===== src/logic/acc_pkg.sv =====
// Shared constants, types and register map of the converter control block
package acc_pkg;
	localparam logic [5:0] ACC_OFF_SC1 = 6'h00;
	localparam logic [5:0] ACC_OFF_SC2 = 6'h04;
	localparam logic [5:0] ACC_OFF_CFG = 6'h08;
	localparam logic [5:0] ACC_OFF_RES_HIGH = 6'h0c;
	localparam logic [5:0] ACC_OFF_RES_LOW = 6'h10;
	localparam logic [5:0] ACC_OFF_CMP_HIGH = 6'h14;
	localparam logic [5:0] ACC_OFF_CMP_LOW = 6'h18;
	localparam logic [5:0] ACC_OFF_PIN_MID = 6'h1c;
	localparam logic [5:0] ACC_OFF_PIN_HIGH = 6'h20;

	// status_control_one fields
	localparam int ACC_SC1_DONE_BIT = 7;
	localparam int ACC_SC1_IEN_BIT = 6;
	localparam int ACC_SC1_CONT_BIT = 5;
	localparam logic [4:0] ACC_CHAN_DISABLED = 5'h1f;
	localparam logic [4:0] ACC_CHAN_RESET = 5'h1f;
	// status_control_two fields
	localparam int ACC_SC2_ACTIVE_BIT = 7;
	localparam int ACC_SC2_HWT_BIT = 6;
	localparam int ACC_SC2_CMP_EN_BIT = 5;
	localparam int ACC_SC2_CMP_GT_BIT = 4;
	// configuration fields
	localparam int ACC_CFG_DIV_LSB = 5;
	localparam int ACC_CFG_LSMP_BIT = 4;
	localparam int ACC_CFG_MODE_LSB = 2;
	localparam int ACC_CFG_CLK_LSB = 0;

	localparam logic [1:0] ACC_CLK_BUS = 2'h0;
	localparam logic [1:0] ACC_CLK_BUS_HALF = 2'h1;
	localparam logic [1:0] ACC_CLK_ALT = 2'h2;
	localparam logic [1:0] ACC_CLK_ASYNC = 2'h3;

	localparam logic [1:0] ACC_MODE_8 = 2'h0;
	localparam logic [1:0] ACC_MODE_12 = 2'h1;
	localparam logic [1:0] ACC_MODE_10 = 2'h2;

	localparam logic [4:0] ACC_SAMPLE_SHORT = 5'h04;
	localparam logic [4:0] ACC_SAMPLE_LONG = 5'h18;
	localparam logic [3:0] ACC_MSB_INDEX = 4'hb;
	localparam logic [3:0] ACC_LSB_INDEX_12 = 4'h0;
	localparam logic [3:0] ACC_LSB_INDEX_9 = 4'h3;
	localparam logic [7:0] ACC_PIN_RESET = 8'h00;
	localparam int ACC_PINS = 16;

	typedef struct packed {
		logic [1:0] divide;
		logic long_sample;
		logic [1:0] mode;
		logic [1:0] clock_source;
	} acc_cfg_t;
	localparam acc_cfg_t ACC_CFG_RESET = '{2'h0, 1'b0, 2'h0, ACC_CLK_BUS};

	typedef struct packed {
		logic [ACC_PINS-1:0] oe_n;
		logic [ACC_PINS-1:0] drive;
		logic [ACC_PINS-1:0] pullup_en;
		logic [ACC_PINS-1:0] input_en;
		logic [ACC_PINS-1:0] read_data;
	} acc_pads_t;

	typedef enum logic [1:0] {ACC_IDLE, ACC_SAMPLE, ACC_CONVERT, ACC_STORE} acc_state_t;
endpackage


===== src/logic/acc_conversion_control.sv =====
// Converter control: register slave, clock select/divide, SAR sequencing, triggers, pin control
// Functional notes
// - Disabled in reset or channel all ones
// - Idle at lowest power after conversion
// - Raw value 12 bits, or 9 in 8-bit
// - 10-bit mode rounds raw to 10 bits
// - 8-bit mode rounds, writes low result only
// - Set done flag; interrupt when enabled
// - Compare enable turns on automatic compare
// - Four conversion clock sources selectable
// - Reset selects undivided bus clock
// - Halved bus clock with divider reaches 16
// - Async clock keeps running in wait/stop3
// - Divider divides source by 1,2,4,8
// - Mid bits channels 8-15, high 16-23
// - Set bit removes port control of pin
// - Set bit forces output driver off
// - Set bit disables input, port reads zero
// - Set bit switches off the pull-up
// - Hardware trigger rising edge starts conversion
// - Edge ignored while conversion is running
// - Continuous mode honours only first edge
// - Hardware trigger works with every mode
// - Modes 12/10/8; software or hardware start
// - Source codes: bus, half, alternate, async
// - Divide codes 00..11 give 1,2,4,8
// - Mode codes: 00 8, 01 12, 10 10
`timescale 1ns/1ps
module acc_conversion_control
	import acc_pkg::*;
(
	input wire logic clock_in,
	input wire logic reset_in,
	input wire logic [5:0] avs_address_in,
	input wire logic avs_read_in,
	input wire logic avs_write_in,
	input wire logic [31:0] avs_writedata_in,
	output logic [31:0] avs_readdata_out,
	output logic avs_waitrequest_out,
	input wire logic alternate_clock_in,
	input wire logic internal_async_clock_in,
	input wire logic hw_trigger_input_in,
	input wire logic sar_compare_in,
	output logic [11:0] sar_trial_out,
	output logic sar_sample_out,
	output logic [4:0] sar_channel_out,
	output logic converter_enable_out,
	output logic async_clock_enable_out,
	output logic done_irq_out,
	input wire logic [ACC_PINS-1:0] port_data_in,
	input wire logic [ACC_PINS-1:0] port_dir_in,
	input wire logic [ACC_PINS-1:0] port_pullup_in,
	input wire logic [ACC_PINS-1:0] pad_level_in,
	output acc_pads_t pads_out
);
	logic wait_reg;
	logic [31:0] rdata_reg;
	logic [4:0] channel_select_reg;
	logic conversion_done_flag_reg;
	logic done_irq_enable_reg;
	logic continuous_reg;
	logic hw_trigger_enable_reg;
	logic compare_enable_reg;
	logic compare_greater_reg;
	acc_cfg_t cfg_reg;
	logic [7:0] result_high_reg;
	logic [7:0] result_low_reg;
	logic [3:0] cmp_high_reg;
	logic [7:0] cmp_low_reg;
	logic [7:0] analog_pin_ctrl_mid_reg;
	logic [7:0] analog_pin_ctrl_high_reg;
	acc_state_t state_reg;
	logic [11:0] sar_reg;
	logic [3:0] bit_reg;
	logic [4:0] sample_cnt_reg;
	logic half_reg;
	logic [2:0] div_cnt_reg;
	logic [1:0] alt_sync_reg;
	logic alt_last_reg;
	logic [1:0] async_sync_reg;
	logic async_last_reg;
	logic [1:0] trig_sync_reg;
	logic trig_last_reg;
	logic irq_reg;
	acc_pads_t pads_reg;

	logic accept;
	logic wr_accept;
	logic rd_accept;
	logic disabled;
	logic busy;
	logic sw_start;
	logic abort;
	logic hw_start;
	logic src_tick;
	logic [2:0] div_mask;
	logic conversion_clock_tick;
	logic [3:0] lsb_index;
	logic [11:0] raw12;
	logic [11:0] value;
	logic [11:0] cmp_value;
	logic [11:0] diff;
	logic cmp_ok;
	logic store_now;
	logic done_set;
	logic done_clear;
	logic [15:0] pin_sel;

	assign accept = (avs_read_in || avs_write_in) && !wait_reg;
	assign wr_accept = accept && avs_write_in;
	assign rd_accept = accept && avs_read_in;
	assign disabled = (channel_select_reg == ACC_CHAN_DISABLED);
	assign busy = (state_reg != ACC_IDLE);
	// A write with a live channel starts; writes with the hardware trigger armed only abort
	assign sw_start = wr_accept && (avs_address_in == ACC_OFF_SC1)
		&& (avs_writedata_in[4:0] != ACC_CHAN_DISABLED) && !hw_trigger_enable_reg;
	assign abort = wr_accept && (avs_address_in == ACC_OFF_SC1 || avs_address_in == ACC_OFF_SC2
		|| avs_address_in == ACC_OFF_CFG || avs_address_in == ACC_OFF_CMP_HIGH
		|| avs_address_in == ACC_OFF_CMP_LOW);
	// Busy covers continuous runs too, so later edges fall away
	assign hw_start = hw_trigger_enable_reg && trig_sync_reg[1] && !trig_last_reg
		&& !busy && !disabled;

	// Alternate and async sources arrive as slow levels; their rising edges count as ticks
	always_comb begin
		case (cfg_reg.clock_source)
			ACC_CLK_BUS: src_tick = 1'b1;
			ACC_CLK_BUS_HALF: src_tick = half_reg;
			ACC_CLK_ALT: src_tick = alt_sync_reg[1] && !alt_last_reg;
			default: src_tick = async_sync_reg[1] && !async_last_reg;
		endcase
	end

	always_comb begin
		case (cfg_reg.divide)
			2'h0: div_mask = 3'h0;
			2'h1: div_mask = 3'h1;
			2'h2: div_mask = 3'h3;
			default: div_mask = 3'h7;
		endcase
	end
	assign conversion_clock_tick = src_tick && ((div_cnt_reg & div_mask) == div_mask);

	assign lsb_index = (cfg_reg.mode == ACC_MODE_8) ? ACC_LSB_INDEX_9 : ACC_LSB_INDEX_12;

	always_comb begin
		raw12 = sar_reg;
		if (sar_compare_in) begin
			raw12[bit_reg] = 1'b1;
		end
	end

	// Rounding saturates so full scale never wraps to zero
	always_comb begin
		value = raw12;
		if (cfg_reg.mode == ACC_MODE_10) begin
			value = (raw12[11:2] == 10'h3ff) ? 12'h3ff : {2'h0, raw12[11:2] + {9'h0, raw12[1]}};
		end else if (cfg_reg.mode == ACC_MODE_8) begin
			value = (raw12[11:4] == 8'hff) ? 12'h0ff : {4'h0, raw12[11:4] + {7'h0, raw12[3]}};
		end
	end

	always_comb begin
		cmp_value = {cmp_high_reg, cmp_low_reg};
		if (cfg_reg.mode == ACC_MODE_10) begin
			cmp_value = {2'h0, cmp_high_reg[1:0], cmp_low_reg};
		end else if (cfg_reg.mode == ACC_MODE_8) begin
			cmp_value = {4'h0, cmp_low_reg};
		end
	end
	assign diff = value + (~cmp_value + 12'h001);
	assign cmp_ok = !compare_enable_reg
		|| (compare_greater_reg ? (value >= cmp_value) : (value < cmp_value));

	assign store_now = (state_reg == ACC_CONVERT) && conversion_clock_tick && (bit_reg == lsb_index) && !abort;
	assign done_set = store_now && cmp_ok;
	assign done_clear = (wr_accept && avs_address_in == ACC_OFF_SC1)
		|| (rd_accept && avs_address_in == ACC_OFF_RES_LOW);

	// Bus slave: one wait state, data and side effects at the accepting edge
	always_ff @(posedge clock_in) begin
		if (reset_in) begin
			wait_reg <= 1'b1;
		end else begin
			wait_reg <= !((avs_read_in || avs_write_in) && wait_reg);
		end
	end

	always_ff @(posedge clock_in) begin
		if (reset_in) begin
			rdata_reg <= 32'h0;
		end else if (avs_read_in && wait_reg) begin
			if (avs_address_in == ACC_OFF_SC1) begin
				rdata_reg <= {24'h0, conversion_done_flag_reg, done_irq_enable_reg,
					continuous_reg, channel_select_reg};
			end else if (avs_address_in == ACC_OFF_SC2) begin
				rdata_reg <= {24'h0, busy, hw_trigger_enable_reg, compare_enable_reg,
					compare_greater_reg, 4'h0};
			end else if (avs_address_in == ACC_OFF_CFG) begin
				rdata_reg <= {24'h0, 1'b0, cfg_reg};
			end else if (avs_address_in == ACC_OFF_RES_HIGH) begin
				rdata_reg <= {24'h0, result_high_reg};
			end else if (avs_address_in == ACC_OFF_RES_LOW) begin
				rdata_reg <= {24'h0, result_low_reg};
			end else if (avs_address_in == ACC_OFF_CMP_HIGH) begin
				rdata_reg <= {28'h0, cmp_high_reg};
			end else if (avs_address_in == ACC_OFF_CMP_LOW) begin
				rdata_reg <= {24'h0, cmp_low_reg};
			end else if (avs_address_in == ACC_OFF_PIN_MID) begin
				rdata_reg <= {24'h0, analog_pin_ctrl_mid_reg};
			end else if (avs_address_in == ACC_OFF_PIN_HIGH) begin
				rdata_reg <= {24'h0, analog_pin_ctrl_high_reg};
			end else begin
				rdata_reg <= 32'h0;
			end
		end
	end

	always_ff @(posedge clock_in) begin
		if (reset_in) begin
			channel_select_reg <= ACC_CHAN_RESET;
			done_irq_enable_reg <= 1'b0;
			continuous_reg <= 1'b0;
			hw_trigger_enable_reg <= 1'b0;
			compare_enable_reg <= 1'b0;
			compare_greater_reg <= 1'b0;
			cfg_reg <= ACC_CFG_RESET;
			cmp_high_reg <= 4'h0;
			cmp_low_reg <= 8'h00;
			analog_pin_ctrl_mid_reg <= ACC_PIN_RESET;
			analog_pin_ctrl_high_reg <= ACC_PIN_RESET;
		end else if (wr_accept) begin
			if (avs_address_in == ACC_OFF_SC1) begin
				done_irq_enable_reg <= avs_writedata_in[ACC_SC1_IEN_BIT];
				continuous_reg <= avs_writedata_in[ACC_SC1_CONT_BIT];
				channel_select_reg <= avs_writedata_in[4:0];
			end else if (avs_address_in == ACC_OFF_SC2) begin
				hw_trigger_enable_reg <= avs_writedata_in[ACC_SC2_HWT_BIT];
				compare_enable_reg <= avs_writedata_in[ACC_SC2_CMP_EN_BIT];
				compare_greater_reg <= avs_writedata_in[ACC_SC2_CMP_GT_BIT];
			end else if (avs_address_in == ACC_OFF_CFG) begin
				cfg_reg <= acc_cfg_t'(avs_writedata_in[6:0]);
			end else if (avs_address_in == ACC_OFF_CMP_HIGH) begin
				cmp_high_reg <= avs_writedata_in[3:0];
			end else if (avs_address_in == ACC_OFF_CMP_LOW) begin
				cmp_low_reg <= avs_writedata_in[7:0];
			end else if (avs_address_in == ACC_OFF_PIN_MID) begin
				analog_pin_ctrl_mid_reg <= avs_writedata_in[7:0];
			end else if (avs_address_in == ACC_OFF_PIN_HIGH) begin
				analog_pin_ctrl_high_reg <= avs_writedata_in[7:0];
			end
		end
	end

	// Set wins over clear so a result landing on a clearing access is kept
	always_ff @(posedge clock_in) begin
		if (reset_in) begin
			conversion_done_flag_reg <= 1'b0;
		end else if (done_set) begin
			conversion_done_flag_reg <= 1'b1;
		end else if (done_clear) begin
			conversion_done_flag_reg <= 1'b0;
		end
	end

	always_ff @(posedge clock_in) begin
		if (reset_in) begin
			irq_reg <= 1'b0;
		end else begin
			irq_reg <= (conversion_done_flag_reg || done_set) && done_irq_enable_reg;
		end
	end

	always_ff @(posedge clock_in) begin
		if (reset_in) begin
			result_high_reg <= 8'h00;
			result_low_reg <= 8'h00;
		end else if (done_set) begin
			if (cfg_reg.mode == ACC_MODE_8) begin
				result_low_reg <= compare_enable_reg ? diff[7:0] : value[7:0];
			end else begin
				result_high_reg <= {4'h0, compare_enable_reg ? diff[11:8] : value[11:8]};
				result_low_reg <= compare_enable_reg ? diff[7:0] : value[7:0];
			end
		end
	end

	// Source edge detectors; the first stage of each pair feeds only the second
	always_ff @(posedge clock_in) begin
		if (reset_in) begin
			alt_sync_reg <= 2'h0;
			alt_last_reg <= 1'b0;
			async_sync_reg <= 2'h0;
			async_last_reg <= 1'b0;
			trig_sync_reg <= 2'h0;
			trig_last_reg <= 1'b0;
		end else begin
			alt_sync_reg <= {alt_sync_reg[0], alternate_clock_in};
			alt_last_reg <= alt_sync_reg[1];
			async_sync_reg <= {async_sync_reg[0], internal_async_clock_in};
			async_last_reg <= async_sync_reg[1];
			trig_sync_reg <= {trig_sync_reg[0], hw_trigger_input_in};
			trig_last_reg <= trig_sync_reg[1];
		end
	end

	always_ff @(posedge clock_in) begin
		if (reset_in || !busy) begin
			half_reg <= 1'b0;
			div_cnt_reg <= 3'h0;
		end else begin
			half_reg <= !half_reg;
			if (src_tick) begin
				div_cnt_reg <= div_cnt_reg + 3'h1;
			end
		end
	end

	// Sequencer; abort from status, config or compare register writes, restart when continuous or started anew
	always_ff @(posedge clock_in) begin
		if (reset_in) begin
			state_reg <= ACC_IDLE;
			sar_reg <= 12'h000;
			bit_reg <= ACC_MSB_INDEX;
			sample_cnt_reg <= 5'h00;
		end else if (sw_start || hw_start) begin
			state_reg <= ACC_SAMPLE;
			sample_cnt_reg <= 5'h00;
		end else if (abort || disabled) begin
			state_reg <= ACC_IDLE;
		end else begin
			case (state_reg)
				ACC_SAMPLE: begin
					sar_reg <= 12'h000;
					bit_reg <= ACC_MSB_INDEX;
					if (conversion_clock_tick) begin
						sample_cnt_reg <= sample_cnt_reg + 5'h01;
						if (sample_cnt_reg + 5'h01 ==
							(cfg_reg.long_sample ? ACC_SAMPLE_LONG : ACC_SAMPLE_SHORT)) begin
							state_reg <= ACC_CONVERT;
						end
					end
				end
				ACC_CONVERT: begin
					if (conversion_clock_tick) begin
						sar_reg <= raw12;
						if (bit_reg == lsb_index) begin
							state_reg <= ACC_STORE;
						end else begin
							bit_reg <= bit_reg - 4'h1;
						end
					end
				end
				ACC_STORE: begin
					sample_cnt_reg <= 5'h00;
					state_reg <= continuous_reg ? ACC_SAMPLE : ACC_IDLE;
				end
				default: state_reg <= ACC_IDLE;
			endcase
		end
	end

	always_ff @(posedge clock_in) begin
		if (reset_in) begin
			sar_trial_out <= 12'h800;
			sar_sample_out <= 1'b0;
			sar_channel_out <= ACC_CHAN_RESET;
			converter_enable_out <= 1'b0;
			async_clock_enable_out <= 1'b0;
		end else begin
			// Trial moves only on a tick so slow conversion clocks keep it steady
			if (state_reg != ACC_CONVERT) begin
				sar_trial_out <= 12'h800;
			end else if (conversion_clock_tick) begin
				sar_trial_out <= raw12 | (12'h001 << (bit_reg - 4'h1));
			end
			sar_sample_out <= (state_reg == ACC_SAMPLE);
			sar_channel_out <= channel_select_reg;
			converter_enable_out <= busy;
			// Held by the converter alone, not by system power modes
			async_clock_enable_out <= busy && (cfg_reg.clock_source == ACC_CLK_ASYNC);
		end
	end

	assign pin_sel = {analog_pin_ctrl_high_reg, analog_pin_ctrl_mid_reg};

	for (genvar i = 0; i < ACC_PINS; i++) begin : g_pin
		always_ff @(posedge clock_in) begin
			if (reset_in) begin
				pads_reg.oe_n[i] <= 1'b1;
				pads_reg.drive[i] <= 1'b0;
				pads_reg.pullup_en[i] <= 1'b0;
				pads_reg.input_en[i] <= 1'b1;
				pads_reg.read_data[i] <= 1'b0;
			end else begin
				pads_reg.oe_n[i] <= pin_sel[i] || !port_dir_in[i];
				pads_reg.drive[i] <= port_data_in[i] && !pin_sel[i];
				pads_reg.pullup_en[i] <= port_pullup_in[i] && !pin_sel[i];
				pads_reg.input_en[i] <= !pin_sel[i];
				pads_reg.read_data[i] <= pad_level_in[i] && !pin_sel[i];
			end
		end
	end

	assign avs_readdata_out = rdata_reg;
	assign avs_waitrequest_out = wait_reg;
	assign done_irq_out = irq_reg;
	assign pads_out = pads_reg;
endmodule


===== config.mk =====
export PLATFORM = sky130hd
export DESIGN_NAME = acc_conversion_control
export DESIGN_NICKNAME = d
export VERILOG_FILES = /design/src/logic/acc_pkg.sv /design/src/logic/acc_conversion_control.sv
export SDC_FILE = /design/constraint.sdc
export NUM_CORES = 1
export LEC_CHECK = 0
export BUFFER_PORTS_ARGS = -buffer_cell sky130_fd_sc_hd__buf_4
export CAP_MARGIN = 30
export CORE_UTILIZATION = 57
export CTS_CLUSTER_SIZE = 8
export DETAILED_ROUTE_END_ITERATION = 12
export GPL_TIMING_DRIVEN = 0
export PLACE_DENSITY_LB_ADDON = 0.05
export RECOVER_POWER = 25
export SYNTH_ARGS = -nofsm -noshare
export SYNTH_HDL_FRONTEND = slang
export SYNTH_SLANG_ARGS = --single-unit

===== constraint.sdc =====
create_clock -name clock_in -period 12.2 [get_ports clock_in]
set_clock_uncertainty 0.05 [all_clocks]
set_input_delay 2.44 -clock clock_in [delete_from_list [all_inputs] [get_ports clock_in]]
set_output_delay 2.44 -clock clock_in [all_outputs]
set_load 0.02 [all_outputs]

== Yosys cells after proc, flatten, opt, wreduce, memory -nomap -nowiden ==
Cells that the tools add are included.
Operators by class
  add/subtract/negate cells: 7
  $lt $le $gt $ge: 4
  equality and inequality tests: 34
  shifts and indexed selects: 1
  muxes and demuxes: 42
  bitwise logic cells: 13
  reductions and logical operators: 166
Operators with widths (number)
  $mux 8: 11
  $logic_and 1x1->1: 72
  $mux 12: 6
  $logic_not 1->1: 43
  $logic_or 1x1->1: 27
  $eq 6x5->1 const B: 4
  $or 12x12->12: 2
  $pmux 12 s2: 1
  $reduce_and 4->1: 4
  $add 12x1->12 const B: 1
  $add 12x12->12: 1
  $eq 2x2->1 const B: 6
  $eq 6x4->1 const B: 2
  $ge 12x12->1: 1
  $lt 12x12->1: 1
  $mux 4: 3
  $not 12->12: 1
  $shl 1x4->12 const A: 1
  $add 10x1->10: 1
  $eq 10x10->1 const B: 1
  $mux 10: 1
  $mux 2: 5
  $mux 5: 2
  $ne 2x2->1 const B: 5
  39 further kinds: 65
Word-level totals
  flip-flop bits (word level): 228
  bits of input ports: 110
  output and inout port bits: 134
  word-level logic and storage cells: 385

== Depth between registers and ports, before layout ==
Gate-level depths: netlist (run 1).
  depth after elaboration: 16
  depth in mapped cells: 23
  gate-level depth less buffers: 20

== Worst setup path before layout (run 1) ==
Ideal clock, no wire load.
  path type: input to register
  start: in sar_compare_in
  end: reg result_low_reg[1]
  library setup time: 0.086 ns
  data arrival time: 6.666 ns
  data required time: 12.064 ns
  setup slack: 5.399 ns
  stages: 20
  buffers on the path: 2
  cells stage by stage: buf_4 -> nor3b_1 -> a21oi_1 -> inv_1 -> ha_1 -> inv_1 -> a221o_1 -> or2_2 -> xor2_1 -> nor2_1 -> a221oi_1 -> ha_1 -> and3_1 -> a221oi_1 -> a2111o_1 -> o221ai_1 -> nor2_1 -> clkbuf_1 -> nor2_1 -> a211oi_1
On the way
  longest elaborated chain between the ends: 9
  elaborated cells between the ends (all ways): 16
  those cells by class: 3 x add/sub; 2 x order compare; 2 x eq/ne; 7 x mux; 2 x reduce/logical
Ends and longest elaborated chain
  from (decl): RTL line acc_conversion_control.sv:43  | input wire logic sar_compare_in,
  $mux 12 *: RTL line acc_conversion_control.sv:148  | if (sar_compare_in) begin
  $add 8x1->8 or $eq 8x8->1 (tied branches): RTL line acc_conversion_control.sv:159  | value = (raw12[11:4] == 8'hff) ? 12'h0ff : {4'h0, raw12[11:4] + {7'h0, raw12[3]}};
  $mux 8: RTL line acc_conversion_control.sv:159
  $mux 12: RTL line acc_conversion_control.sv:158  | end else if (cfg_reg.mode == ACC_MODE_8) begin
  $mux 12 *: RTL line acc_conversion_control.sv:156  | if (cfg_reg.mode == ACC_MODE_10) begin
  $lt 12x12->1 or $ge 12x12->1 (tied branches): RTL line acc_conversion_control.sv:173  | || (compare_greater_reg ? (value >= cmp_value) : (value < cmp_value));
  $mux 1: RTL line acc_conversion_control.sv:173
  $logic_or 1x1->1: RTL line acc_conversion_control.sv:173
  $logic_and 1x1->1: RTL line acc_conversion_control.sv:176  | assign done_set = store_now && cmp_ok;
  to (signal assigned): RTL line acc_conversion_control.sv:280  | result_low_reg <= compare_enable_reg ? diff[7:0] : value[7:0];
  to (signal assigned): RTL line acc_conversion_control.sv:283  | result_low_reg <= compare_enable_reg ? diff[7:0] : value[7:0];
  to (decl): RTL line acc_conversion_control.sv:67  | logic [7:0] result_low_reg;
Every way passes the cells marked *; elsewhere a longest branch is shown, timed or not.
A chain may end at the register's enable or synchronous reset.

== Worst setup path after layout (run 1) ==
Same ends and word-level chain as after synthesis.

==> summary.txt, run 1 <==
Status
  • Status: completed

Worst setup path
  • WS Path Type: input port to flop
  • CP Launch Type: input port
  • Crit path DAT: 8190 ps
  • Critical path fanouts, max: 10
  • Critical path capture point type: flop
  • Critical Path RT: 12590 ps

Power
  • Internal: 1.15 mW
  • Switch share: 23.3%
  • Flop pwr share: 45.8%
  • Tot Pwr: 1.50 mW
  • Clock network fraction of total power: 46.0%
  • Comb power frac: 8.3%
  • Power per cell area: 128 nW/um2
  • Leakage power: 4.99 nW
  • Peak VDD IR: 0.000128 V
  • Total net switching power: 0.350 mW

GRT
  • Largest net degree at the start of global routing: 16
  • Total congestion overflow: 0
  • Initial antenna violation count: 0
  • Vias in the first global route: 7963
  • Total global-route track usage: 32.7%
  • First-pass GRT wire length: 42300 um

Drt
  • Antenna viol nets, final: 0
  • Initial drt markers: 706
  • DR DRC count: 0
  • Vias per Instance: 5.69
  • DR WL/cell: 18.4 um
  • Drt total wl: 27900 um
  • First-pass iteration count of the detailed router: 5
  • Via count: 8660

Layout
  • Commonest non-fill, non-tap cell in the layout: buf_4
  • Share of cells above drive strength 1: 21.5%
  • Max reg flops: 80
  • Diode count: 0
  • Most frequent cells in the layout: buf_4, dfxtp_1, nand2_1
  • Final core occ: 74.4%
  • NumNets Final: 1444
  • Synthesis-to-finish area growth: 27.9%

Logic synthesis
  • Syn_area_per_cell: 8.73 um2
  • Synth async-reset ratio: 0%
  • Warnings from Yosys: 0
  • Cell taking the most area after synthesis: dfxtp_1
  • Largest family of logic cells by synthesized area: simple AND/OR/NAND/NOR gates
  • Share of the synthesized area in the top cell type: 44.4%
  • Synthesis-stage register bit count: 204
  • Post-synth EDFFs: 0
  • Post-Synth Simple-Gate Area: 22.8%
  • Compound-Gate Fraction of Synth Area: 17.0%
  • Post-Synth Adder-Cell Area: 4.16%
  • Register area share after synthesis: 44.4%
  • Mux contribution to synthesized area: 3.71%
  • Post-Synthesis Cells: 1054
  • Post-synthesis xor/xnor area fraction: 1.90%
  • Dominant cells by area after synthesis: dfxtp_1, nand2_1, a21oi_1, and2_1, ha_1
  • Synth unique cells: 76
  • Main flop type after synthesis: dfxtp_1
  • Netlist Area Pre-Place: 9210 um2

Place
  • Routability cong.: 0.964
  • Port Buffers: 194
  • Setup WS pre-CTS: 4240 ps
  • HPWL after DPL: 20400 um

Clocking
  • CTS max path bufs: 3
  • Hold buffers post-CTS: 0
  • Clock root cell: clkbuf_16
  • Worst-path clk slew: 50 ps
  • Setup bufs post-CTS: 0
  • CTS tree: yes
  • Skew-Pair Late Insertion Delay: 540 ps
  • CTS H-tree depth: 1
  • # clock sinks: 204
  • Clock buffer count from CTS: 29
  • Post_cts resized: 0

STA
  • Final worst slack: 4410 ps
  • Rel. slew slack: 34.3%
  • Min Hold Slack: 366 ps
  • Top achievable clock speed: 128 MHz
  • Pins Over Slew Limit: 0
  • RSZ-0062 raised after global routing: no
  • Post-route clock period utilization: 63.9%
  • Final worst path period need: 7790 ps
  • Final hold vios: 0
  • Slew @ Worst Pin: 986 ps
  • Setup_tns: 0 ps
  • Final setup fails: 0

Die
  • Die Area: 16700 um2
  • Placeable Area: 15800 um2
  • Starting density of the core: 58.2%
  • Die X: 129 um
  • Io pins: 244
  • Height of the die: 129 um
  • FP Rows: 46

Job
  • Max-cap violations: 0

Worst hold path
  • Hold Crit Class: flop to flop
## synth_stat cells (14+ instances only)
cell type	instances
a21oi_1	81
a221oi_1	14
and2_1	61
buf_4	25
clkbuf_1	46
dfxtp_1	204
ha_1	29
inv_1	42
mux2i_1	33
nand2_1	116
nand3_1	34
nor2_1	85
nor2b_1	15
nor3_1	16
o21ai_0	39
or2_2	14
xnor2_1	17
## power groups by stage
stage | clock [mW] | sequential, mW | combinational [mW]
after floorplan | 0 | 0.717 | 0.0461
after global placement | 0 | 0.700 | 0.121
after detailed placement | 0 | 0.700 | 0.122
after CTS | 0.695 | 0.688 | 0.124
after global routing | 0.725 | 0.688 | 0.132
final | 0.690 | 0.688 | 0.124
## routing by layer
layer	GRT usage, %	vias to the layer above	wire length (um)
li1	-	4152	-
met1	40.2	4038	11000
met2	56.9	399	13600
met3	5.33	71	2280
met4	13.7	0	1030
met5	0	-	0
## area by class of cell
class,instances,area [um2]
Sequential cell,204,4080
Clock inverter,2,25.0
Timing Repair Buffer,196,1460
Tap cell,216,270
Multi-Input combinational cell,752,4660
Inverter,42,158
Buffer,79,389
Clock buffer,30,729
Fill cell,1203,4050
## logic make-up (layout without fill, tap and decap cells)
logic type,count (synthesis),count (layout)
mux,34,34
buf+inv,121,349
other cells,1,24
fa+ha+maj,30,30
simple gates,409,409
flops,204,204
xor+xnor,20,20
compound gates,235,235
## stage by stage
step	instance area [um2]	cells
after floorplan	9290	1077
after global placement	11000	1487
after detailed placement	11000	1489
after CTS	11800	1521
after global routing	11800	1521
final	11800	1521
## worst max-delay path: stages
cell      delay, ps
clkbuf_1        160
clkbuf_1        330
nor3b_1         450
a21oi_1         230
inv_1           170
ha_1            300
inv_1            70
a221o_1         340
or2_2           320
xor2_1          140
nor2_1           50
a221oi_1        420
ha_1            370
and3_1          220
a221oi_1        520
a2111o_1        240
o221ai_1        160
nor2_1          450
clkbuf_1        500
nor2_1           80
a211oi_1        220
## worst paths after layout
path	start	end	slack, ps	depth (start not counted)
max reg2reg	bit_reg[2]	result_low_reg[1]	6040	21
max	sar_compare_in	result_low_reg[1]	4410	21
min reg2reg	half_reg	half_reg	370	1
min	half_reg	half_reg	370	1
(Power assumes the default switching activity.)
==> inputs of run 2 (changes only) <==
ABC_AREA = 1   (was unset)
CORE_UTILIZATION = 53   (was 57)
clock period = 7.3 ns   (was 12.2 ns; I/O delays follow)
==> run 2 against run 1 <==
Clock power is 65% higher; non-clock buffer count is 22 lower; global-route usage shrank 3.0 points; critical endpoint is now result_low_reg[7]; highest routed layer unchanged.
==> summary.txt, run 2 <==
Status
  • Status: completed

Worst setup path
  • Critical Path RT: 7670 ps
  • Crit path top cell by count: nand2_1
  • Delay-heaviest family, CP: simple AND/OR/NAND/NOR gates
  • Crit path DAT: 5320 ps
  • Slowest-stage cell, CP: o21ai_0
  • Critical path fanouts, max: 10
  • Critical path capture point type: flop
  • Reg-to-Reg Start: bit_reg[0]
  • Reg2reg end: result_low_reg[7]
  • Crit path largest cell delay: 540 ps
  • CP Buf/Inv Count: 3
  • WS Path Type: input port to flop
  • Worst reg2reg path depth: 24
  • Crit-path cells: clkbuf_1 > nand2_1 > o21ai_0 > ha_1 > ha_1 > nand3_1 > nor2_1 > xor2_1 > nand2_1 > and3_1 > ha_1 > nand2_1 > nor2_1 > nand4_1 > nor2_1 > o21ai_0 > nand2_1 > nand2_2 > inv_2 > buf_4 > nand3_1 > nand2_1 > nor2_1
  • CP Launch Type: input port
  • FF-to-FF setup slack: 2710 ps

GRT
  • Total global-route track usage: 29.7%
  • Largest net degree at the start of global routing: 16
  • Vias in the first global route: 8308
  • Total congestion overflow: 0
  • First-pass GRT wire length: 42400 um
  • Initial antenna violation count: 0

Logic synthesis
  • Most common cell in the netlist: nand2_1
  • Netlist Area Pre-Place: 9350 um2
  • Post-Synthesis Cells: 1277
  • Warnings from Yosys: 0
  • Cell taking the most area after synthesis: dfxtp_1
  • Synthesis-stage register bit count: 204
  • Main flop type after synthesis: dfxtp_1
  • Post-synth EDFFs: 0
  • Synth async-reset ratio: 0%
  • Synth unique cells: 57
  • Dominant cells by area after synthesis: dfxtp_1, nand2_1, nor2_1, inv_1, a21oi_1
  • Register area share after synthesis: 43.7%
  • Syn_area_per_cell: 7.32 um2
  • Post-synth top cells: nand2_1, dfxtp_1, nor2_1, inv_1, a21oi_1
  • Share of the synthesized area in the top cell type: 43.7%

Clocking
  • Hold buffers post-CTS: 0
  • # clock sinks: 204
  • CTS tree: yes
  • Post_cts resized: 0
  • Clock buffer count from CTS: 29
  • Skew-Pair Late Insertion Delay: 530 ps
  • Setup bufs post-CTS: 0
  • CTS max path bufs: 3
  • CTS H-tree depth: 1
  • Clock root cell: clkbuf_16
  • Worst-path clk slew: 50 ps

STA
  • Post-route clock period utilization: 67.8%
  • Min Hold Slack: 334 ps
  • Rel. slew slack: 40.1%
  • Slew @ Worst Pin: 898 ps
  • Final setup fails: 0
  • Final worst slack: 2350 ps
  • Setup_tns: 0 ps
  • Top achievable clock speed: 202 MHz
  • Final worst path period need: 4950 ps
  • RSZ-0062 raised after global routing: no
  • Pins Over Slew Limit: 0
  • Final hold vios: 0

Place
  • Routability cong.: 0.927
  • HPWL after DPL: 20800 um
  • Setup WS pre-CTS: 1900 ps
  • Port Buffers: 194

Layout
  • Max reg flops: 80
  • Fillcell total: 1491
  • Diode count: 0
  • Synthesis-to-finish area growth: 27.5%
  • Share of cells above drive strength 1: 19.3%
  • NumNets Final: 1665
  • Final core occ: 69.2%
  • Most frequent cells in the layout: nand2_1, buf_4, dfxtp_1
  • Commonest non-fill, non-tap cell in the layout: nand2_1

Die
  • Die X: 135 um
  • Starting density of the core: 54.2%
  • Die Area: 18200 um2
  • Placeable Area: 17200 um2
  • Height of the die: 135 um
  • FP Rows: 48
  • Io pins: 244

Worst hold path
  • Hold Crit Class: flop to flop
  • Worst Hold Endpoint: pads_out[20]
  • WHS Path Cells: 1
  • Hold path startpoint: analog_pin_ctrl_mid_reg[4]

Power
  • Leakage power: 5.73 nW
  • Peak VDD IR: 0.000177 V
  • Power per cell area: 210 nW/um2

Drt
  • Vias per Instance: 5.20
  • Drt total wl: 27600 um
  • DR WL/cell: 15.7 um
  • First-pass iteration count of the detailed router: 6
  • DR DRC count: 0
  • Via count: 9105
  • Antenna viol nets, final: 0
  • Initial drt markers: 731

Job
  • Max-cap violations: 0
==> run 2: worst register-to-register path, delay by kind of cell, from the launching register on <==
kind | cells | cell delay [ps]
flip-flops | 1 | 390
AND/OR/NAND/NOR | 14 | 1610
XOR/XNOR | 1 | 160
AO/OA/AOI/OAI | 2 | 630
adder cells (fa/ha/maj) | 4 | 1090
buffers and inverters | 3 | 540
==> run 2: report_power, final <==
part | internal (mW) | switching (mW) | leakage [nW]
registers | 1.14 | 0.00815 | 1.67
logic | 0.0891 | 0.124 | 3.69
clock network | 0.696 | 0.447 | 0.372
==> run 2: worst max path at each step <==
stage,start,end,slack (ps),cells after the start
2_1_floorplan,sar_compare_in,done_irq_out,2830,23
3_3_place_gp,sar_compare_in,done_irq_out,1870,22
3_5_place_dp,sar_compare_in,result_low_reg[7],1900,23
4_1_cts,sar_compare_in,result_low_reg[7],2450,23
5_1_grt,sar_compare_in,result_low_reg[0],1980,24
6_report,sar_compare_in,result_low_reg[7],2350,23
==> run 2: logic make-up after synthesis <==
family | after synthesis | share of synthesized area, %
buffers and inverters | 232 | 10.5
xor gates and xnor gates | 7 | 0.656
DFF | 204 | 43.7
adders and majority gates | 30 | 4.10
and+or+nand+nor | 545 | 24.7
AOI/OAI and AO/OA | 258 | 16.2
other | 1 | 0.0401
==> run 2: area by class of cell <==
cell class,instances,area [um2],area share (%)
Clock buffer,30,729,6.12
Sequential cell,204,4080,34.3
Tap cell,225,282,2.36
Inverter,173,649,5.45
Multi-Input combinational cell,864,4360,36.6
Clock inverter,2,25.0,0.210
Timing Repair Buffer,194,1450,12.2
Buffer,59,337,2.82
==> run 2: layer usage <==
metal / global-route usage [%] / up-vias / part of all wire [%]
met1: 37.3 / 4038 / 40
li1: - / 4586 / -
met4: 11.7 / 0 / 3.0
met3: 4.50 / 67 / 9.1
met2: 51.0 / 414 / 48
met5: 0 / - / 0
==> run 2: per-stage QoR <==
| step | area, um2 | cells | power (mW) |
|---|---|---|---|
| global route | 11900 | 1751 | 2.59 |
| floorplan | 9430 | 1300 | 1.28 |
| CTS | 11900 | 1751 | 2.52 |
| detailed placement | 11200 | 1719 | 1.38 |
| global placement | 11200 | 1719 | 1.38 |
| finish | 11900 | 1751 | 2.51 |
